`src/rtl/e1tx_pkg.sv`:
```
// Package for the E1 transmit formatter control block.
// Assumes a single sys_clk domain; all users reference items as e1tx_pkg::name.
package e1tx_pkg;
    // Register indices within one port window (byte address = index)
    localparam logic [8:0] REG_MASTER_MODE = 9'h180;
    localparam logic [8:0] REG_CONTROL_ONE = 9'h181;
    localparam logic [8:0] REG_CONTROL_TWO = 9'h182;
    localparam logic [8:0] REG_CONTROL_THREE = 9'h183;
    localparam logic [8:0] REG_INT_SUMMARY = 9'h19f;
    localparam logic [8:0] REG_LINE_STATUS = 9'h1b8;
    localparam logic [8:0] PORT_MASK = 9'h1ff;
    localparam int PORT_STRIDE_SHIFT = 9;
    localparam logic [7:0] RESET_VALUE = 8'h00;
    // Master mode fields
    localparam int MM_LINE_STD = 0;
    localparam int MM_SOFT_RESET = 1;
    localparam int MM_INIT_DONE = 6;
    localparam int MM_FRAMER_EN = 7;
    localparam logic [7:0] MM_WRITE_MASK = 8'hc3;
    // Control one fields
    localparam int C1_CRC4 = 0;
    localparam int C1_AIS = 1;
    localparam int C1_HDB3 = 2;
    localparam int C1_SIG_ONES = 3;
    localparam int C1_INTL_SEL = 4;
    localparam int C1_CHAN26 = 5;
    localparam int C1_TS16_SRC = 6;
    localparam int C1_TS0_PASS = 7;
    // Control two fields
    localparam int C2_AUTO_RAI = 5;
    localparam int C2_AUTO_AIS = 6;
    localparam int C2_AUTO_EBIT = 7;
    localparam logic [7:0] C2_WRITE_MASK = 8'he0;
    // Control three fields
    localparam int C3_CRC_RECALC = 0;
    localparam int C3_INS_BPV = 1;
    localparam int C3_MF_REF = 3;
    localparam int C3_CLK_LO = 4;
    localparam int C3_CLK_HI = 5;
    localparam int C3_PULSE_MODE = 6;
    localparam int C3_DATA_FMT = 7;
    localparam logic [7:0] C3_WRITE_MASK = 8'hfb;
    // Clock source encodings
    localparam logic [1:0] CLK_SRC_TX = 2'h0;
    localparam logic [1:0] CLK_SRC_AUTO = 2'h1;
    localparam logic [1:0] CLK_SRC_RX = 2'h3;
    // Timing
    localparam int SYS_CLK_MHZ = 125;
    localparam int CHANNEL_TIME_NS = 3904;
    localparam int CHANNEL_CYCLES = (CHANNEL_TIME_NS * SYS_CLK_MHZ) / 1000;
    localparam int CRC_SYNC_SHORT_MS = 128;
    localparam int CRC_SYNC_LONG_MS = 400;
    localparam int FRAME_BITS = 256;
    localparam int TS16_FIRST = 128;
    localparam int TS26_BIT1 = 208;

    // Register bus request
    typedef struct packed {
        logic [11:0] addr;
        logic [7:0] wdata;
        logic wr;
        logic rd;
    } e1tx_bus_t;

    // Receive side alarm summary
    typedef struct packed {
        logic loss_frame;
        logic all_ones_in;
        logic loss_signal;
        logic crc_mf_sync;
    } e1tx_rx_alarm_t;

    // Per-port configuration
    typedef struct packed {
        logic [7:0] master;
        logic [7:0] ctl_one;
        logic [7:0] ctl_two;
        logic [7:0] ctl_three;
    } e1tx_port_cfg_t;

    typedef enum logic [3:0] {
        ST_SLEEP = 4'b0001,
        ST_HELD = 4'b0010,
        ST_WAIT_INIT = 4'b0100,
        ST_RUN = 4'b1000
    } e1tx_state_t;
endpackage

```
`src/rtl/e1tx_formatter.sv`:
```
// E1 transmit formatter control for one port plus its register file.
// Assumes an external LIU on the line outputs, clocks sampled by sys_clk.
`timescale 1ns/10ps
module e1tx_formatter #(
    parameter logic [2:0] PORT_ID = 3'h0,
    parameter int CRC_SHORT_CYCLES = e1tx_pkg::CRC_SYNC_SHORT_MS * e1tx_pkg::SYS_CLK_MHZ * 1000,
    parameter int CRC_LONG_CYCLES = e1tx_pkg::CRC_SYNC_LONG_MS * e1tx_pkg::SYS_CLK_MHZ * 1000
) (
    // Clock and reset
    input wire logic sys_clk,
    input wire logic reset_n,
    // Register port
    input wire logic [11:0] reg_addr,
    input wire logic [7:0] reg_wdata,
    input wire logic reg_wr,
    input wire logic reg_rd,
    output logic [7:0] reg_rdata,
    // Line side pins
    input wire logic tx_line_clock,
    input wire logic rx_line_clock,
    input wire logic tx_serial_in,
    input wire logic tx_frame_sync_pin,
    input wire logic tx_system_sync_pin,
    // Receive side alarms and latched status interrupt requests
    input wire logic [3:0] rx_alarm_in,
    input wire logic [2:0] status_irq_in,
    // Line outputs and configuration levels
    output logic line_out_positive,
    output logic line_out_negative,
    output logic tx_channel_block_out,
    output logic send_remote_alarm,
    output logic auto_ebit_active,
    output logic crc_gen_active,
    output logic crc_recalc_active,
    output logic ts16_from_regs,
    output logic si_from_regs,
    output logic ts0_internal,
    output logic mf_ref_system,
    output logic processor_reset,
    output logic line_standard_e1
);
    localparam int CNT_W = 32;

    // Elaboration guard: the short timeout must be nonzero and come first
    if (CRC_SHORT_CYCLES < 1 || CRC_LONG_CYCLES <= CRC_SHORT_CYCLES)
    begin
        $error("Bad CRC sync timeout parameters");
    end

    typedef struct packed {
        logic [4:0] s1;
        logic [4:0] s2;
        logic [3:0] al1;
        logic [3:0] al2;
        e1tx_pkg::e1tx_port_cfg_t cfg;
        e1tx_pkg::e1tx_state_t state;
        logic [7:0] rdata;
        logic [2:0] summary;
        logic clk_prev;
        logic [15:0] idle_cnt;
        logic use_rx;
        logic [7:0] bit_pos;
        logic [1:0] ones_run;
        logic bpv_armed;
        logic bpv_prev;
        logic last_pol;
        logic half;
        logic [CNT_W-1:0] crc_cnt;
        logic pos;
        logic neg;
        logic chblk;
        logic rai;
        logic ts0_int;
        logic held;
    } e1tx_state_s_t;

    e1tx_state_s_t q, d;
    // Kept apart from the state struct: it is reset by the pin, the rest by its copy
    logic [1:0] rst_sync_q;
    logic rst_n_int;
    assign rst_n_int = rst_sync_q[1];

    // Register offset within one port window
    function automatic logic [8:0] reg_index(input logic [11:0] a);
        reg_index = a[8:0];
    endfunction

    function automatic logic addr_hit(input logic [11:0] a, input logic [8:0] r);
        addr_hit = (reg_index(a) == r) && (a[11:9] == PORT_ID);
    endfunction

    // Reset release synchroniser; only its last stage resets the logic
    always_ff @(posedge sys_clk or negedge reset_n)
    begin
        if (!reset_n)
            rst_sync_q <= 2'h0;
        else
            rst_sync_q <= {rst_sync_q[0], 1'b1};
    end

    // Main state register
    always_ff @(posedge sys_clk or negedge rst_n_int)
    begin
        if (!rst_n_int)
        begin
            q.s1 <= '0;
            q.s2 <= '0;
            q.al1 <= '0;
            q.al2 <= '0;
            q.cfg <= '0;
            q.state <= e1tx_pkg::ST_SLEEP;
            q.rdata <= e1tx_pkg::RESET_VALUE;
            q.summary <= '0;
            q.clk_prev <= 1'b0;
            q.idle_cnt <= '0;
            q.use_rx <= 1'b0;
            q.bit_pos <= '0;
            q.ones_run <= '0;
            q.bpv_armed <= 1'b0;
            q.bpv_prev <= 1'b0;
            q.last_pol <= 1'b0;
            q.half <= 1'b0;
            q.crc_cnt <= '0;
            q.pos <= 1'b0;
            q.neg <= 1'b0;
            q.chblk <= 1'b0;
            q.rai <= 1'b0;
            q.ts0_int <= 1'b1;
            q.held <= 1'b0;
        end
        else
        begin
            q.s1 <= d.s1;
            q.s2 <= d.s2;
            q.al1 <= d.al1;
            q.al2 <= d.al2;
            q.cfg <= d.cfg;
            q.state <= d.state;
            q.rdata <= d.rdata;
            q.summary <= d.summary;
            q.clk_prev <= d.clk_prev;
            q.idle_cnt <= d.idle_cnt;
            q.use_rx <= d.use_rx;
            q.bit_pos <= d.bit_pos;
            q.ones_run <= d.ones_run;
            q.bpv_armed <= d.bpv_armed;
            q.bpv_prev <= d.bpv_prev;
            q.last_pol <= d.last_pol;
            q.half <= d.half;
            q.crc_cnt <= d.crc_cnt;
            q.pos <= d.pos;
            q.neg <= d.neg;
            q.chblk <= d.chblk;
            q.rai <= d.rai;
            q.ts0_int <= d.ts0_int;
            q.held <= d.held;
        end
    end

    // Next-state logic
    always_comb
    begin
        logic clk_now;
        logic clk_rise;
        logic running;
        logic ais;
        logic rx_fault;
        logic data_bit;
        logic mark;
        logic [1:0] src;
        clk_now = 1'b0;
        clk_rise = 1'b0;
        running = 1'b0;
        ais = 1'b0;
        rx_fault = 1'b0;
        data_bit = 1'b0;
        mark = 1'b0;
        src = 2'h0;
        d = q;
        // Two-stage sampling of pins: clocks, data, syncs
        d.s1 = {tx_line_clock, rx_line_clock, tx_serial_in, tx_frame_sync_pin,
            tx_system_sync_pin};
        d.s2 = q.s1;
        d.al1 = rx_alarm_in;
        d.al2 = q.al1;

        // Register writes; unused bits are stored as zero
        if (reg_wr)
        begin
            if (addr_hit(reg_addr, e1tx_pkg::REG_MASTER_MODE))
                d.cfg.master = reg_wdata & e1tx_pkg::MM_WRITE_MASK;
            if (addr_hit(reg_addr, e1tx_pkg::REG_CONTROL_ONE))
                d.cfg.ctl_one = reg_wdata;
            if (addr_hit(reg_addr, e1tx_pkg::REG_CONTROL_TWO))
                d.cfg.ctl_two = reg_wdata & e1tx_pkg::C2_WRITE_MASK;
            if (addr_hit(reg_addr, e1tx_pkg::REG_CONTROL_THREE))
                d.cfg.ctl_three = reg_wdata & e1tx_pkg::C3_WRITE_MASK;
        end

        // Summary follows latched status sources, clearing when they clear
        d.summary = status_irq_in;

        // Read data, valid in the cycle after the strobe only
        d.rdata = 8'h00;
        if (reg_rd && reg_addr[11:9] == PORT_ID)
        begin
            case (reg_index(reg_addr))
                e1tx_pkg::REG_MASTER_MODE: d.rdata = q.cfg.master;
                e1tx_pkg::REG_CONTROL_ONE: d.rdata = q.cfg.ctl_one;
                e1tx_pkg::REG_CONTROL_TWO: d.rdata = q.cfg.ctl_two;
                e1tx_pkg::REG_CONTROL_THREE: d.rdata = q.cfg.ctl_three;
                e1tx_pkg::REG_INT_SUMMARY: d.rdata = {5'h00, q.summary};
                e1tx_pkg::REG_LINE_STATUS: d.rdata = {3'h0, q.use_rx, q.state};
                default: d.rdata = 8'h00;
            endcase
        end

        // Init sequence: soft reset holds, init done then checks enable
        case (q.state)
            e1tx_pkg::ST_SLEEP:
                if (q.cfg.master[e1tx_pkg::MM_SOFT_RESET])
                    d.state = e1tx_pkg::ST_HELD;
                else if (q.cfg.master[e1tx_pkg::MM_INIT_DONE]
                    && q.cfg.master[e1tx_pkg::MM_FRAMER_EN])
                    d.state = e1tx_pkg::ST_RUN;
            e1tx_pkg::ST_HELD:
                if (!q.cfg.master[e1tx_pkg::MM_SOFT_RESET])
                    d.state = e1tx_pkg::ST_WAIT_INIT;
            e1tx_pkg::ST_WAIT_INIT:
                if (q.cfg.master[e1tx_pkg::MM_SOFT_RESET])
                    d.state = e1tx_pkg::ST_HELD;
                else if (q.cfg.master[e1tx_pkg::MM_INIT_DONE])
                    d.state = q.cfg.master[e1tx_pkg::MM_FRAMER_EN]
                        ? e1tx_pkg::ST_RUN : e1tx_pkg::ST_SLEEP;
            e1tx_pkg::ST_RUN:
                if (q.cfg.master[e1tx_pkg::MM_SOFT_RESET])
                    d.state = e1tx_pkg::ST_HELD;
                else if (!q.cfg.master[e1tx_pkg::MM_FRAMER_EN])
                    d.state = e1tx_pkg::ST_SLEEP;
            default: d.state = e1tx_pkg::ST_SLEEP;
        endcase
        running = (q.state == e1tx_pkg::ST_RUN);
        d.held = (d.state == e1tx_pkg::ST_HELD);
        d.ts0_int = !d.cfg.ctl_one[e1tx_pkg::C1_TS0_PASS];

        // Clock source selection with loss-of-clock fallback
        src = {q.cfg.ctl_three[e1tx_pkg::C3_CLK_HI], q.cfg.ctl_three[e1tx_pkg::C3_CLK_LO]};
        if (q.s2[4] != q.clk_prev)
            d.idle_cnt = '0;
        else if (q.idle_cnt < 16'(e1tx_pkg::CHANNEL_CYCLES))
            d.idle_cnt = q.idle_cnt + 16'h0001;
        case (src)
            e1tx_pkg::CLK_SRC_RX: d.use_rx = 1'b1;
            e1tx_pkg::CLK_SRC_AUTO:
                d.use_rx = (q.idle_cnt >= 16'(e1tx_pkg::CHANNEL_CYCLES));
            default: d.use_rx = 1'b0;
        endcase
        clk_now = q.use_rx ? q.s2[3] : q.s2[4];
        d.clk_prev = q.s2[4];
        clk_rise = clk_now && !q.half && running;

        // CRC multiframe search timer, started by loss of frame clearing
        if (q.al2[3])
            d.crc_cnt = '0;
        else if (!q.al2[3] && q.crc_cnt < CNT_W'(CRC_LONG_CYCLES))
            d.crc_cnt = q.crc_cnt + 32'h0000_0001;
        rx_fault = q.al2[3] | q.al2[2] | q.al2[1];
        // Remote alarm: faults, or CRC sync missing past the short timeout
        d.rai = running && q.cfg.ctl_two[e1tx_pkg::C2_AUTO_RAI]
            && (rx_fault || (q.cfg.ctl_one[e1tx_pkg::C1_CRC4] && !q.al2[0]
            && q.crc_cnt >= CNT_W'(CRC_SHORT_CYCLES)));
        ais = q.cfg.ctl_one[e1tx_pkg::C1_AIS]
            || (q.cfg.ctl_two[e1tx_pkg::C2_AUTO_AIS] && rx_fault);

        // Bit timing and line coding on the chosen clock edge
        d.half = clk_now;
        // Half-width pulses return to zero while the chosen clock is low
        if (!clk_now && q.cfg.ctl_three[e1tx_pkg::C3_PULSE_MODE])
        begin
            d.pos = 1'b0;
            d.neg = 1'b0;
        end
        d.bpv_prev = q.cfg.ctl_three[e1tx_pkg::C3_INS_BPV];
        if (q.cfg.ctl_three[e1tx_pkg::C3_INS_BPV] && !q.bpv_prev)
            d.bpv_armed = 1'b1;
        if (clk_rise)
        begin
            d.bit_pos = q.bit_pos + 8'h01;
            data_bit = q.s2[2];
            if (q.cfg.ctl_one[e1tx_pkg::C1_SIG_ONES] && q.bit_pos[7:3] == 5'h10)
                data_bit = 1'b1;
            if (ais)
                data_bit = 1'b1;
            d.ones_run = data_bit ? ((q.ones_run == 2'h3) ? 2'h3 : q.ones_run + 2'h1) : 2'h0;
            mark = data_bit;
            if (q.cfg.ctl_three[e1tx_pkg::C3_DATA_FMT])
            begin
                d.pos = data_bit;
                d.neg = 1'b0;
            end
            else if (mark)
            begin
                // Violation repeats the last polarity on the third one
                if (q.bpv_armed && q.ones_run == 2'h2)
                begin
                    d.bpv_armed = 1'b0;
                    d.last_pol = q.last_pol;
                end
                else
                    d.last_pol = !q.last_pol;
                d.pos = !d.last_pol;
                d.neg = d.last_pol;
            end
            else
            begin
                d.pos = 1'b0;
                d.neg = 1'b0;
            end
            d.chblk = q.cfg.ctl_one[e1tx_pkg::C1_CHAN26]
                && q.bit_pos == 8'(e1tx_pkg::TS26_BIT1);
        end
        // NRZ keeps the negative output low even when the format changes mid-bit
        if (q.cfg.ctl_three[e1tx_pkg::C3_DATA_FMT])
            d.neg = 1'b0;
        if (!running)
        begin
            d.pos = 1'b0;
            d.neg = 1'b0;
            d.chblk = 1'b0;
            d.bit_pos = '0;
        end
    end

    // Outputs straight from flip-flops
    assign reg_rdata = q.rdata;
    assign line_out_positive = q.pos;
    assign line_out_negative = q.neg;
    assign tx_channel_block_out = q.chblk;
    assign send_remote_alarm = q.rai;
    assign auto_ebit_active = q.cfg.ctl_two[e1tx_pkg::C2_AUTO_EBIT];
    assign crc_gen_active = q.cfg.ctl_one[e1tx_pkg::C1_CRC4];
    assign crc_recalc_active = q.cfg.ctl_three[e1tx_pkg::C3_CRC_RECALC];
    assign ts16_from_regs = q.cfg.ctl_one[e1tx_pkg::C1_TS16_SRC];
    assign si_from_regs = q.cfg.ctl_one[e1tx_pkg::C1_INTL_SEL];
    assign ts0_internal = q.ts0_int;
    assign mf_ref_system = q.cfg.ctl_three[e1tx_pkg::C3_MF_REF];
    assign processor_reset = q.held;
    assign line_standard_e1 = q.cfg.master[e1tx_pkg::MM_LINE_STD];

    // Checks
    a_sleep_quiet: assert property (@(posedge sys_clk) disable iff (!rst_n_int)
        (q.state != e1tx_pkg::ST_RUN) |=> !line_out_positive && !line_out_negative)
        else $error("Output active while asleep");
    a_held_reset: assert property (@(posedge sys_clk) disable iff (!rst_n_int)
        q.cfg.master[e1tx_pkg::MM_SOFT_RESET] |=> q.state == e1tx_pkg::ST_HELD)
        else $error("Soft reset not honoured");
    a_summary_follow: assert property (@(posedge sys_clk) disable iff (!rst_n_int)
        ##1 q.summary == $past(status_irq_in)) else $error("Summary mismatch");
    a_nrz_neg_low: assert property (@(posedge sys_clk) disable iff (!rst_n_int)
        q.cfg.ctl_three[e1tx_pkg::C3_DATA_FMT] |=> !line_out_negative)
        else $error("NRZ negative output high");
    a_bpv_single: assert property (@(posedge sys_clk) disable iff (!rst_n_int)
        $rose(q.bpv_armed) |-> $past(q.cfg.ctl_three[e1tx_pkg::C3_INS_BPV])
        && !$past(q.bpv_prev)) else $error("Violation armed without a rising insert bit");
    a_init_run: assert property (@(posedge sys_clk) disable iff (!rst_n_int)
        (q.state == e1tx_pkg::ST_WAIT_INIT && q.cfg.master[e1tx_pkg::MM_INIT_DONE]
        && q.cfg.master[e1tx_pkg::MM_FRAMER_EN] && !q.cfg.master[e1tx_pkg::MM_SOFT_RESET])
        |=> q.state == e1tx_pkg::ST_RUN) else $error("Init done ignored");
    a_clk_rx_force: assert property (@(posedge sys_clk) disable iff (!rst_n_int)
        (q.cfg.ctl_three[5:4] == e1tx_pkg::CLK_SRC_RX) |=> q.use_rx)
        else $error("Receive clock not selected");
    a_rai_gate: assert property (@(posedge sys_clk) disable iff (!rst_n_int)
        !q.cfg.ctl_two[e1tx_pkg::C2_AUTO_RAI] |=> !send_remote_alarm)
        else $error("Remote alarm without enable");
endmodule

```
`config.mk`:
```
export PLATFORM = sky130hd
export DESIGN_NAME = e1tx_formatter
export DESIGN_NICKNAME = d
export VERILOG_FILES = /design/src/rtl/e1tx_pkg.sv /design/src/rtl/e1tx_formatter.sv
export SDC_FILE = /design/constraint.sdc
export NUM_CORES = 1
export LEC_CHECK = 0
export BUFFER_PORTS_ARGS = -buffer_cell sky130_fd_sc_hd__buf_2
export CAP_MARGIN = 10
export CORE_MARGIN = 2
export CORE_UTILIZATION = 55
export CTS_CLUSTER_SIZE = 16
export DETAILED_ROUTE_END_ITERATION = 7
export PLACE_DENSITY = 0.8
export RECOVER_POWER = 25
export SYNTH_ARGS = -nofsm -noshare
export SYNTH_HDL_FRONTEND = slang
export SYNTH_SLANG_ARGS = --single-unit
```
`constraint.sdc`:
```
create_clock -name sys_clk -period 11.2 [get_ports sys_clk]
set_clock_uncertainty 0.05 [all_clocks]
set_input_delay 1.12 -clock sys_clk [delete_from_list [all_inputs] [get_ports sys_clk]]
set_output_delay 1.12 -clock sys_clk [all_outputs]
set_load 0.03 [all_outputs]
```
After elaboration in Yosys (flattened, before gate mapping) --
Cells that the tools add are included.
Cells by class: equality and inequality tests 21, mux-type cells 42, reductions and logical operators 37, $add $sub $neg 4, bitwise operators 3, order comparisons 4
Operator list (count):
- 32-bit 2-to-1 mux | 2
- 9-bit == test (second input constant) | 6
- 8-bit one-hot mux with 6 select lines | 1
- 8-bit 2-to-1 mux | 5
- 32-bit by 1-bit adder with 32-bit output (second input constant) | 1
- 32-bit by 24-bit >= comparator with 1-bit output (second input constant) | 1
- 32-bit by 26-bit < comparator with 1-bit output (second input constant) | 1
- 16-bit 2-to-1 mux | 2
- 4-bit 2-to-1 mux | 8
- 24-bit 2-to-1 mux | 1
- 1-bit logical AND | 19
- 16-bit by 1-bit adder with 16-bit output (second input constant) | 1
- 16-bit by 9-bit >= comparator with 1-bit output (second input constant) | 1
- 16-bit by 9-bit < comparator with 1-bit output (second input constant) | 1
- 4-bit one-hot mux with 4 select lines | 1
- 1-bit 2-to-1 mux | 13
- 11-bit 2-to-1 mux | 1
- 2-bit 2-to-1 mux | 5
- 8-bit by 1-bit adder with 8-bit output (second input constant) | 1
- 4-bit by 2-bit == test with 1-bit output (second input constant) | 2
- 8-bit == test (second input constant) | 1
- 1-bit zero test | 8
- 2-bit AND reduction | 4
- 2-bit == test (second input constant) | 3
- 18 further kinds | 22
Storage, ports and cells: input port bits 36, output and inout bits 21, bits in registers 127, logic and storage cells 140

Logic depth before layout (Yosys ltp) --
Gate-level depths: netlist of the first run.
word-level depth 15, mapped depth 7, gate-level depth less buffers 6

Worst setup path after synthesis of the first run --
No wires, ideal clock.
kind input to register, from input port reg_addr[3], to register q (netlist bit crc_gen_active), slack 8.468 ns, required time 11.025 ns, arrival time 2.557 ns, setup time 0.125 ns, stages 6, buffers on the path 1, path through or3_1 nor3_2 and3b_1 clkbuf_2 nand3_2 mux2_2
Between the ends: longest elaborated chain between the ends 3
RTL lines:
- start: declaration | line e1tx_formatter.sv:13 | input wire logic [11:0] reg_addr,
- 9-bit == test | line e1tx_formatter.sv:89 | addr_hit = (reg_index(a) == r) && (a[11:9] == PORT_ID);
- 1-bit logical AND | line e1tx_formatter.sv:89
- 2-bit AND reduction (no source line)
- end: declaration | line e1tx_formatter.sv:77 | e1tx_state_s_t q, d;
Every way passes these cells. A chain may end at the register's enable or synchronous reset.

Final worst setup path of the first run --
from register q[120] (netlist bit), to register q[39] (netlist bit)
Between the ends: longest elaborated chain between the ends 7
RTL lines:
- 1-bit OR (2 in series) | line e1tx_formatter.sv:267 | rx_fault = q.al2[3] | q.al2[2] | q.al2[1];
- 1-bit logical AND | line e1tx_formatter.sv:273 | || (q.cfg.ctl_two[e1tx_pkg::C2_AUTO_AIS] && rx_fault);
- 1-bit logical OR | line e1tx_formatter.sv:273
- 1-bit 2-to-1 mux | line e1tx_formatter.sv:292 | if (ais)
- 1-bit 2-to-1 mux | line e1tx_formatter.sv:286 | if (clk_rise)
- 3-bit AND reduction (no source line)
Every way passes these cells. The select of a mux whose other input is x is not followed.

==> metrics.md, run 1 <==
| Metric | Value |
|---|---|
| Post-CTS sizing | `0` |
| Post-Route WL | `11700 um` |
| Fillcell total | `716` |
| Postcts setup bufs | `0` |
| Post-synthesis sequential area ratio | `54.7%` |
| Routed vias/inst | `5.89` |
| Grt met2 use | `36.2%` |
| Worst EP required | `11600 ps` |
| Startpoint types | `register` |
| Die area | `0.0111 mm^2` |
| Post-route minimum period | `3010 ps` |
| Core area | `0.00986 mm^2` |
| Hold Fails Final Rpt | `0` |
| Crit-path max FO | `39` |
| Fin nets | `600` |
| # diodes | `0` |
| Worst EP arrival | `3400 ps` |
| GRT met3 Usage | `5.30%` |
| Global routing's busiest layer | `met2` |
| First-pass GRT wire length | `19800 um` |
| Status | `finished, violations left` |
| TritonCTS clock tree | `built` |
| Leak Pwr | `2.94 nW` |
| I/O Pins | `57` |
| Synth warnings | `0` |
| Number of synthesized flops with an enable pin | `0` |
| Final TNS setup | `0 ps` |
| CTS Buf Count | `17` |
| Critical Path, Cell by Cell | `clkbuf_1, o31a_1, a2111oi_0, or3_1, nor3b_1, xor2_1` |
| Placer congestion estimate | `0.858` |
| Root Driver | `clkbuf_8` |
| Finished Layout Cells | `705` |
| Post-synth top area cell | `dfrtp_1` |
| WHS | `299 ps` |
| Wire per inst | `16.5 um` |
| P&R area growth vs syn | `16.6%` |
| Library cells used by synthesis | `65` |
| Gr ovfl total | `0` |
| Clock Tree Buf Depth | `2` |
| Worst Hold Class | `register to register` |
| Synthesized netlist cell count | `509` |
| Vias in the first global route | `4033` |
| Setup crit end kind | `register` |
| Die width | `105 um` |
| DRT iter0 DRCs | `336` |
| Total chip power | `1.07 mW` |
| Mapped Nets | `550` |
| Layout cells sized above 1 | `22.7%` |
| Peak supply drop | `94.3 uV` |
| Antenna-violating nets left | `0` |
| Drt first pass iters | `5` |
| Total number of vias | `4150` |
| Pins over their slew limit | `95` |
| Leading cell type in the layout, fill and taps excluded | `dfrtp_1` |
| Max stage delay cell, worst path | `clkbuf_1` |
| Slew @ Worst Pin | `2110 ps` |
| Max cap viols | `2` |
| Post-synth top flop | `dfrtp_1` |
| Final core occ | `66.5%` |
| RSZ-0062 raised after global routing | `false` |
| Period utilisation layout | `26.8%` |
| Async set or reset register ratio after synthesis | `100%` |
| Clk sinks | `123` |
| Clock Latency Late Sink | `520 ps` |
| Netlist Area Pre-Place | `0.00563 mm^2` |
| Gr usage total | `22.8%` |
| Final setup fails | `0` |
| Average cell area after synthesis | `11.1 um^2` |
| Commonest cells after routing, fill and taps aside | `dfrtp_1, buf_2, nor2_1, nand2_1, a21oi_1` |
| Seq cells post-synth | `123` |
| # hold bufs at CTS | `0` |
| Clk pin slew, worst setup/hold paths | `50 ps` |
| DPL Wire Length | `7680 um` |
| Relative slew slack | `-40.6%` |
| Top cell type's share of synthesized area | `53.8%` |
| Cells taking the most area after synthesis | `dfrtp_1, mux2_2, nor2_1` |
| Largest net degree at the start of global routing | `69` |
| Rows | `36` |
| M1 GR Usage | `29.9%` |
| PwrDens | `162 mW/mm^2` |
| H-tree depth | `4` |
| Max stage delay on crit path | `1190 ps` |
| Failing checks | `capacitance limit, slew limit` |
| DRC | `0` |
| Initial core utilization | `57.1%` |
| Max Fclk | `333 MHz` |
| IO Port Bufs | `54` |
| CP Class | `register to register` |
| Post-Place Cells | `673` |
| Initial antenna violation count | `0` |
| Die height | `105 um` |
==> flip-flops by register name, indices dropped and copies added, names as in the netlist <==
register / cells
rst_sync_q: 2
send_remote_alarm: 1
q: 91
line_out_positive: 1
mf_ref_system: 1
ts16_from_regs: 1
processor_reset: 1
line_out_negative: 1
reg_rdata: 8
auto_ebit_active: 1
ts0_internal: 1
d: 9
si_from_regs: 1
line_standard_e1: 1
tx_channel_block_out: 1
crc_gen_active: 1
crc_recalc_active: 1
==> report_power, final <==
part	switching (mW)	total, mW	leakage [nW]	internal, mW
sequential	0.00991	0.463	1.65	0.453
combinational	0.0230	0.0363	0.969	0.0133
clock	0.182	0.567	0.317	0.385
==> synthesized netlist by cell type (all sizes together), types with 10 or more instances <==
cell	n
or3	16
nor2b	15
clkbuf	12
o21ai	19
xor2	10
nand2	34
nor3	16
inv	14
mux2	28
nand3	18
dfrtp	121
nand4	14
nor2	41
buf	13
and2	11
a21oi	29
xnor2	10
==> cells by family (layout without fill, tap and decap cells) <==
kind of cell | Yosys count | after routing | synth area share (%)
other cells | 1 | 1 | 0.0666
compound gates | 85 | 85 | 9.98
xor+xnor | 20 | 20 | 3.11
flops | 123 | 123 | 54.7
simple gates | 202 | 202 | 20.4
fa+ha+maj | 5 | 5 | 1.11
buf+inv | 39 | 102 | 3.56
mux | 34 | 34 | 7.11
==> path summary, 6_finish.rpt <==
path | cells after the start | slack [ps] | end | from
setup / recovery | 6 | 8190 | q[39] | q[120]
hold / removal | 0 | 300 | q[120] | d[120]
min in group asynchronous | 1 | 320 | rst_sync_q[1] | reset_n
setup reg to reg | 6 | 8190 | q[39] | q[120]
hold reg to reg | 0 | 300 | q[120] | d[120]
max in group asynchronous | 1 | 8470 | q[92] | rst_sync_q[1]
==> metal layers <==
layer	vias up	part of all wire, %
li1	1944	-
met1	2036	43
met2	143	49
met3	27	5.5
met4	0	2.4
met5	-	0
==> metrics by stage <==
step           setup slack [ps]  cell area, um^2
5_1_grt                    7890             6560
6_report                   8190             6560
3_3_place_gp               8140             5940
3_5_place_dp               8080             5940
4_1_cts                    8510             6570
2_1_floorplan              7470             5630
==> layout make-up <==
type | count | area (um^2) | share of cell area (%)
clock buffers | 26 | 528 | 8.05
repair buffers | 56 | 280 | 4.27
clock inverters | 6 | 105 | 1.60
multi-input cells | 347 | 2350 | 35.8
flip-flops and latches | 123 | 3080 | 46.9
well taps | 133 | 166 | 2.54
inverters | 14 | 52.6 | 0.801
==> critical path: cells and delay by family (launching register included) <==
| family | cells | cell delay [ps] |
|---|---|---|
| compound gates | 2 | 430 |
| xor+xnor | 1 | 170 |
| buf+inv | 1 | 1190 |
| flops | 1 | 320 |
| simple gates | 2 | 760 |
Note: power is estimated with default switching activity, not from simulation.
==> run 2: changes to the inputs <==
Settings changed: CORE_UTILIZATION 55 to 53, PLACE_DENSITY 0.8 to 0.81.
Clock period 11.2 ns to 2.65 ns, I/O delays scaled along.
==> run 2 against run 1 <==
  * The flow now finishes without violations
  * Hold slack worse by 270 ps
  * Clock power grew to 3.7 times the previous value
  * Power grew to 4.0 times the previous value
  * Sequential cell count did not move
  * Count of clock-buffer cells in the layout shrank 8
  * Final cell count increased by 4.8%
  * Wire length grew 5.9%
  * Register-to-register slack worse by 8000 ps
  * Critical path depth did not move
  * Cell area up 3.3%
  * Critical endpoint is now q[26]
==> metrics.md, run 2 (same netlist as run 1, synthesis figures left out) <==
| Metric | Value |
|---|---|
| Die width | `107 um (+1.8%)` |
| Initial antenna violation count | `0 (unchanged)` |
| Critical Path, Cell by Cell | `or4_4, nor4_4, a22oi_4, buf_4, or4_1, a21oi_1` |
| Setup crit end kind | `register` |
| Drt first pass iters | `6 (+1)` |
| Leak Pwr | `3.03 nW (+3.2%)` |
| RSZ-0062 raised after global routing | `false` |
| Register area | `0.00308 mm^2 (about the same)` |
| Clock Tree Buf Depth | `2 (unchanged)` |
| Post-Route WL | `12300 um (+5.9%)` |
| Core area | `0.0103 mm^2 (+4.7%)` |
| WHS | `31.3 ps (-268 ps)` |
| Antenna-violating nets left | `0 (unchanged)` |
| Gr ovfl total | `0 (unchanged)` |
| Max Fclk | `411 MHz (+24%)` |
| TritonCTS clock tree | `built` |
| Leading cell type in the layout, fill and taps excluded | `dfrtp_1` |
| Fillcell total | `719 (+0.42%)` |
| Total chip power | `4.23 mW (+300%)` |
| Worst Hold Class | `primary input to register` |
| Largest net degree at the start of global routing | `55 (-20%)` |
| Initial core utilization | `54.5% (-2.5 points)` |
| Most flop-heavy register | `q` |
| Pre-CTS WS | `246 ps (-7830 ps)` |
| Clk pin slew, worst setup/hold paths | `60 ps (about the same)` |
| Vias in the first global route | `4407 (+9.3%)` |
| DRC | `0 (unchanged)` |
| Routed vias/inst | `5.80 (-1.4%)` |
| CP Class | `register to register` |
| Commonest cells after routing, fill and taps aside | `dfrtp_1, buf_2, nor2_1, nand2_1, a21oi_1` |
| PwrDens | `624 mW/mm^2 (+280%)` |
| Root Driver | `clkbuf_8` |
| Final TNS setup | `0 ps (unchanged)` |
| Hold Fails Final Rpt | `0 (unchanged)` |
| Period utilisation layout | `91.8% (+65 points)` |
| DPL Wire Length | `8010 um (+4.3%)` |
| Post-route minimum period | `2430 ps (-572 ps)` |
| First-pass GRT wire length | `20500 um (+3.6%)` |
| Pins over their slew limit | `0 (-100%)` |
| DRT iter0 DRCs | `362 (+7.7%)` |
| # diodes | `0 (unchanged)` |
| Layout cells sized above 1 | `23.9% (+1.2 points)` |
| Max reg flops | `91 (unchanged)` |
| Gr usage total | `22.9% (+0.13 points)` |
| Slew @ Worst Pin | `1170 ps (-937 ps)` |
| Max stage delay on crit path | `580 ps (-610 ps)` |
| Relative slew slack | `21.9% (+62 points)` |
| Worst EP arrival | `2820 ps (-580 ps)` |
| Max cap viols | `0 (-2)` |
| Final setup fails | `0 (unchanged)` |
| Fin nets | `631 (+5.2%)` |
| P&R area growth vs syn | `20.4%` |
| Max stage delay cell, worst path | `or4_4` |
| Peak supply drop | `522 uV (+450%)` |
| Clock Latency Late Sink | `520 ps (about the same)` |
| Total number of vias | `4288 (+3.3%)` |
| Final setup margin | `216 ps (-7980 ps)` |
| Rows | `37 (+2.8%)` |
| Clk sinks | `123 (unchanged)` |
| Area of the multi-input gates | `0.00235 mm^2 (unchanged)` |
| IO Port Bufs | `54 (unchanged)` |
| I/O Pins | `57 (unchanged)` |
| Status | `finished clean` |
| CTS Buf Count | `17 (unchanged)` |
| H-tree depth | `4 (unchanged)` |
| Crit-path max FO | `19 (-51%)` |
| Die height | `107 um (+1.8%)` |
| Worst EP required | `3040 ps (-8560 ps)` |
| Post-CTS sizing | `0 (unchanged)` |
| Placer congestion estimate | `0.867 (+1.1%)` |
| Startpoint types | `register` |
| Wire per inst | `16.7 um (+1.1%)` |
| Die area | `0.0115 mm^2 (+3.6%)` |
-- run 2: changes by cell type in the layout (fill, tap and decap cells not counted) --
cell | previous run | this run
dlygate4sd3_1 | 0 | 20
buf_4 | 1 | 12
clkbuf_8 | 9 | 1
clkinv_4 | 0 | 5
clkinvlp_4 | 0 | 3
bufinv_16 | 3 | 1
clkbuf_1 | 3 | 1
buf_12 | 0 | 1
buf_2 | 53 | 54
clkinv_2 | 3 | 4
dfrtp_1 | 121 | 120
dfrtp_2 | 0 | 1
inv_6 | 0 | 1
-- run 2: layer usage --
metal	vias to the layer above	part of all wire (%)	track usage, %
li1	1993	-	-
met1	2123	42	28.6
met2	150	50	38.7
met3	22	6.1	6.20
met4	0	1.6	7.79
met5	-	0	0
-- run 2: per-stage QoR --
step / utilization, % / cell area (um^2) / cells
3_3_place_gp: 58.5 / 6040 / 687
2_1_floorplan: - / 5630 / 509
3_5_place_dp: 58.5 / 6040 / 687
4_1_cts: 65.7 / 6780 / 739
6_report: 65.7 / 6780 / 739
5_1_grt: 65.7 / 6780 / 739
-- run 2: path summary, 6_finish.rpt --
| kind | slack, ps | endpoint | startpoint | cells past startpoint |
|---|---|---|---|---|
| worst max-delay path | 220 | q[26] | q[32] | 6 |
| worst min-delay path | 30 | reg_rdata[7] | reg_rd | 3 |
| worst max register to register | 220 | q[26] | q[32] | 6 |
| worst min register to register | 300 | q[127] | d[127] | 0 |
| max in group asynchronous | 1200 | q[81] | rst_sync_q[1] | 1 |
| min in group asynchronous | 460 | q[58] | rst_sync_q[1] | 0 |
-- run 2: power by group --
group	switching, mW	total (mW)	internal, mW
Sequential	0.0437	1.96	1.91
Combinational	0.103	0.183	0.0799
Clock	0.847	2.09	1.24
Total	0.993	4.23	3.23
-- run 2: cell type report --
type	count	area share [%]
clock buffers	18	6.17
multi-input cells	347	34.7
repair buffers	87	8.57
clock inverters	14	1.85
inverters	14	0.775
flip-flops and latches	123	45.5
well taps	136	2.51
-- run 2: critical path, delay by kind of cell (launching register included) --
family	cells	cell delay, ps
AOI/OAI and AO/OA	2	360
DFF	1	380
and+or+nand+nor	3	1360
buffers and inverters	1	210
-- run 2: what timing repair did --
item / 4_1_cts / 5_1_grt
hold endpoints to repair: 32 / 0
setup buffers: 0 / 0
hold buffers: 20 / 0
==> run 3: changes to the inputs <==
Settings changed: CELL_PAD_IN_SITES_DETAIL_PLACEMENT set to 0, CELL_PAD_IN_SITES_GLOBAL_PLACEMENT set to 1, CORE_UTILIZATION 53 to 42, PLACE_DENSITY 0.81 to 0.8.
==> run 3 against run 2 <==
  * The flow now finishes with violations (capacitance limit, slew limit)
  * Count of clock-buffer cells in the layout grew 5
  * Fmax grew 4.3%
  * Power grew 0.96%
  * Critical endpoint is now q[17]
  * Via count shrank 3.0%
  * Sequential cell count is the same
  * Cell area shrank 0.22%
  * Global-route usage shrank 5.2 points
  * Worst setup slack gained 100 ps
  * Critical path depth is the same
  * Clock power grew 2%
  * Sequential power is essentially flat
==> metrics.md, run 3 (same netlist as run 1, synthesis figures left out) <==
| Metric | Value |
|---|---|
| Psw | `0.910 mW (-8.3%)` |
| FF-to-FF setup slack | `320 ps (+100 ps)` |
| Leading cell type in the layout, fill and taps excluded | `dfrtp_1` |
| Clock group share of total power | `50.2% (+0.8 points)` |
| Worst reg2reg path endpoint | `q[17]` |
| Worst EP arrival | `2580 ps (-240 ps)` |
| Critical Path, Cell by Cell | `or4_4, nor4_4, a22oi_4, buf_12, nor4_2, mux2_1` |
| Fillcell total | `1159 (+61%)` |
| Part of the power in combinational logic | `4.1% (-0.2 points)` |
| Area of the multi-input gates | `0.00235 mm^2 (unchanged)` |
| Max reg flops | `91 (unchanged)` |
| Relative slew slack | `-17.8% (-40 points)` |
| Clk sinks | `123 (unchanged)` |
| Crit-path max FO | `45 (+26)` |
| Hold Path Origin | `reg_wdata[2]` |
| Placer congestion estimate | `0.794 (-8.4%)` |
| Final TNS setup | `0 ps (unchanged)` |
| Initial antenna violation count | `0 (unchanged)` |
| # hold bufs at CTS | `12 (-40%)` |
| Rows | `42 (+14%)` |
| Period utilisation layout | `88.0% (-3.8 points)` |
| Max cap viols | `1 (+1)` |
| Clock Latency Late Sink | `410 ps (-110 ps)` |
| Slew @ Worst Pin | `1770 ps (+595 ps)` |
| Setup crit end kind | `register` |
| Final setup fails | `0 (unchanged)` |
| Total number of vias | `4160 (-3.0%)` |
| Antenna-violating nets left | `0 (unchanged)` |
| CTS Buf Count | `17 (unchanged)` |
| Total chip power | `4.27 mW (+0.96%)` |
| Initial core utilization | `42.7% (-12 points)` |
| RSZ-0062 raised after global routing | `false` |
| DPL Wire Length | `8000 um (-0.17%)` |
| Root Driver | `clkbuf_16` |
| IO Port Bufs | `54 (unchanged)` |
| Drt first pass iters | `5 (-1)` |
| Post-CTS sizing | `0 (unchanged)` |
| Most flop-heavy register | `q` |
| Post-route minimum period | `2330 ps (-101 ps)` |
| Register area | `0.00308 mm^2 (about the same)` |
| Status | `finished, violations left` |
| Worst setup endpoint | `q[17]` |
| Pins over their slew limit | `44 (+44)` |
| Startpoint types | `register` |
| Leak Pwr | `3.01 nW (-0.74%)` |
| Gr ovfl total | `0 (unchanged)` |
| Die height | `120 um (+12%)` |
| First-pass GRT wire length | `19900 um (-3.0%)` |
| Net Sw Frac | `21.3% (-2.2 points)` |
| Vias in the first global route | `4140 (-6.1%)` |
| Depth of the worst register-to-register path | `6 (unchanged)` |
| Cell family with most CP delay | `simple AND/OR/NAND/NOR gates` |
| DRT iter0 DRCs | `220 (-39%)` |
| I/O Pins | `57 (unchanged)` |
| Routed vias/inst | `5.41 (-6.8%)` |
| Clock Tree Buf Depth | `2 (unchanged)` |
| Critical Path Stages | `6 (unchanged)` |
| Pint | `3.36 mW (+3.8%)` |
| Gr usage total | `17.8% (-5.2 points)` |
| DRC | `0 (unchanged)` |
| Register share of total power | `45.8% (-0.5 points)` |
| Commonest cells after routing, fill and taps aside | `dfrtp_1, buf_2, nor2_1, nand2_1, a21oi_1` |
| CP startpoint | `q[32]` |
| Fin nets | `622 (-1.4%)` |
| Post-route cell area | `0.00676 mm^2 (-0.22%)` |
| Layout cells sized above 1 | `23.4% (-0.44 points)` |
| Largest net degree at the start of global routing | `46 (-16%)` |
| Max stage delay cell, worst path | `or4_4` |
| Worst Path Buf+Inv | `1 (unchanged)` |
| Reg2reg start | `q[32]` |
| Max Fclk | `429 MHz (+4.3%)` |
| Max stage delay on crit path | `580 ps (about the same)` |
| PwrDens | `631 mW/mm^2 (+1.2%)` |
| # diodes | `0 (unchanged)` |
| CP Class | `register to register` |
| Die area | `0.0143 mm^2 (+25%)` |
| Core area | `0.0132 mm^2 (+28%)` |
| Postcts setup bufs | `0 (unchanged)` |
| P&R area growth vs syn | `20.1%` |
| Wire per inst | `15.3 um (-8.5%)` |
| Clk pin slew, worst setup/hold paths | `50 ps (about the same)` |
| Worst Hold Class | `primary input to register` |
| Failing checks | `capacitance limit, slew limit` |
| Peak supply drop | `470 uV (-9.9%)` |
| Die width | `120 um (+12%)` |
| Hold Fails Final Rpt | `0 (unchanged)` |
| Worst EP required | `2890 ps (-150 ps)` |
| TritonCTS clock tree | `built` |
| H-tree depth | `4 (unchanged)` |
| Placed Area | `0.00609 mm^2 (+0.91%)` |
| Post-Route WL | `11800 um (-4.8%)` |
==> run 3: worst min path at each step <==
stage                                to  slack (ps)  depth (start not counted)
after floorplan           rst_sync_q[0]         -80                          0
after global placement    rst_sync_q[0]        -0.6                          1
after detailed placement  rst_sync_q[0]           3                          1
after CTS                        q[103]          30                          2
after global routing             q[103]          40                          2
final                            q[103]          50                          2
==> run 3: area by class of cell <==
class	count	area share, %
repair buffers	78	7.46
clock inverters	8	0.999
clock buffers	23	7.22
multi-input cells	347	34.7
well taps	176	3.26
inverters	14	0.777
flip-flops and latches	123	45.6
==> run 3: through the flow <==
stage          cells  hold slack (ps)  setup slack (ps)  utilization (%)
2_1_floorplan    509            -80.6               441                -
3_3_place_gp     726           -0.577               372             46.2
3_5_place_dp     726             2.73               313             46.2
4_1_cts          769             30.9               308             51.3
5_1_grt          769             43.5               220             51.3
6_report         769             46.9               318             51.3
==> run 3: worst register-to-register path: stages (launching register included) <==
cell and delay, ps:
dfrtp_1 370, or4_4 580, nor4_4 290, a22oi_4 100
buf_12 180, nor4_2 310, mux2_1 340
==> run 3: power by group through the flow <==
stage / logic (mW) / registers [mW] / clock network, mW
2_1_floorplan: 0.0822 / 1.99 / 0
3_3_place_gp: 0.154 / 1.98 / 0
3_5_place_dp: 0.162 / 1.99 / 0
4_1_cts: 0.176 / 1.96 / 2.19
5_1_grt: 0.197 / 1.96 / 2.29
6_report: 0.173 / 1.95 / 2.14
==> run 3: routing by layer <==
layer  up-vias  track usage (%)  part of all wire [%]
met1      2061             22.9                    47
met2       105             28.1                    47
met5         -                0                     0
met4         0             7.94                   2.0
met3        15             4.90                   4.2
li1       1979                -                     -
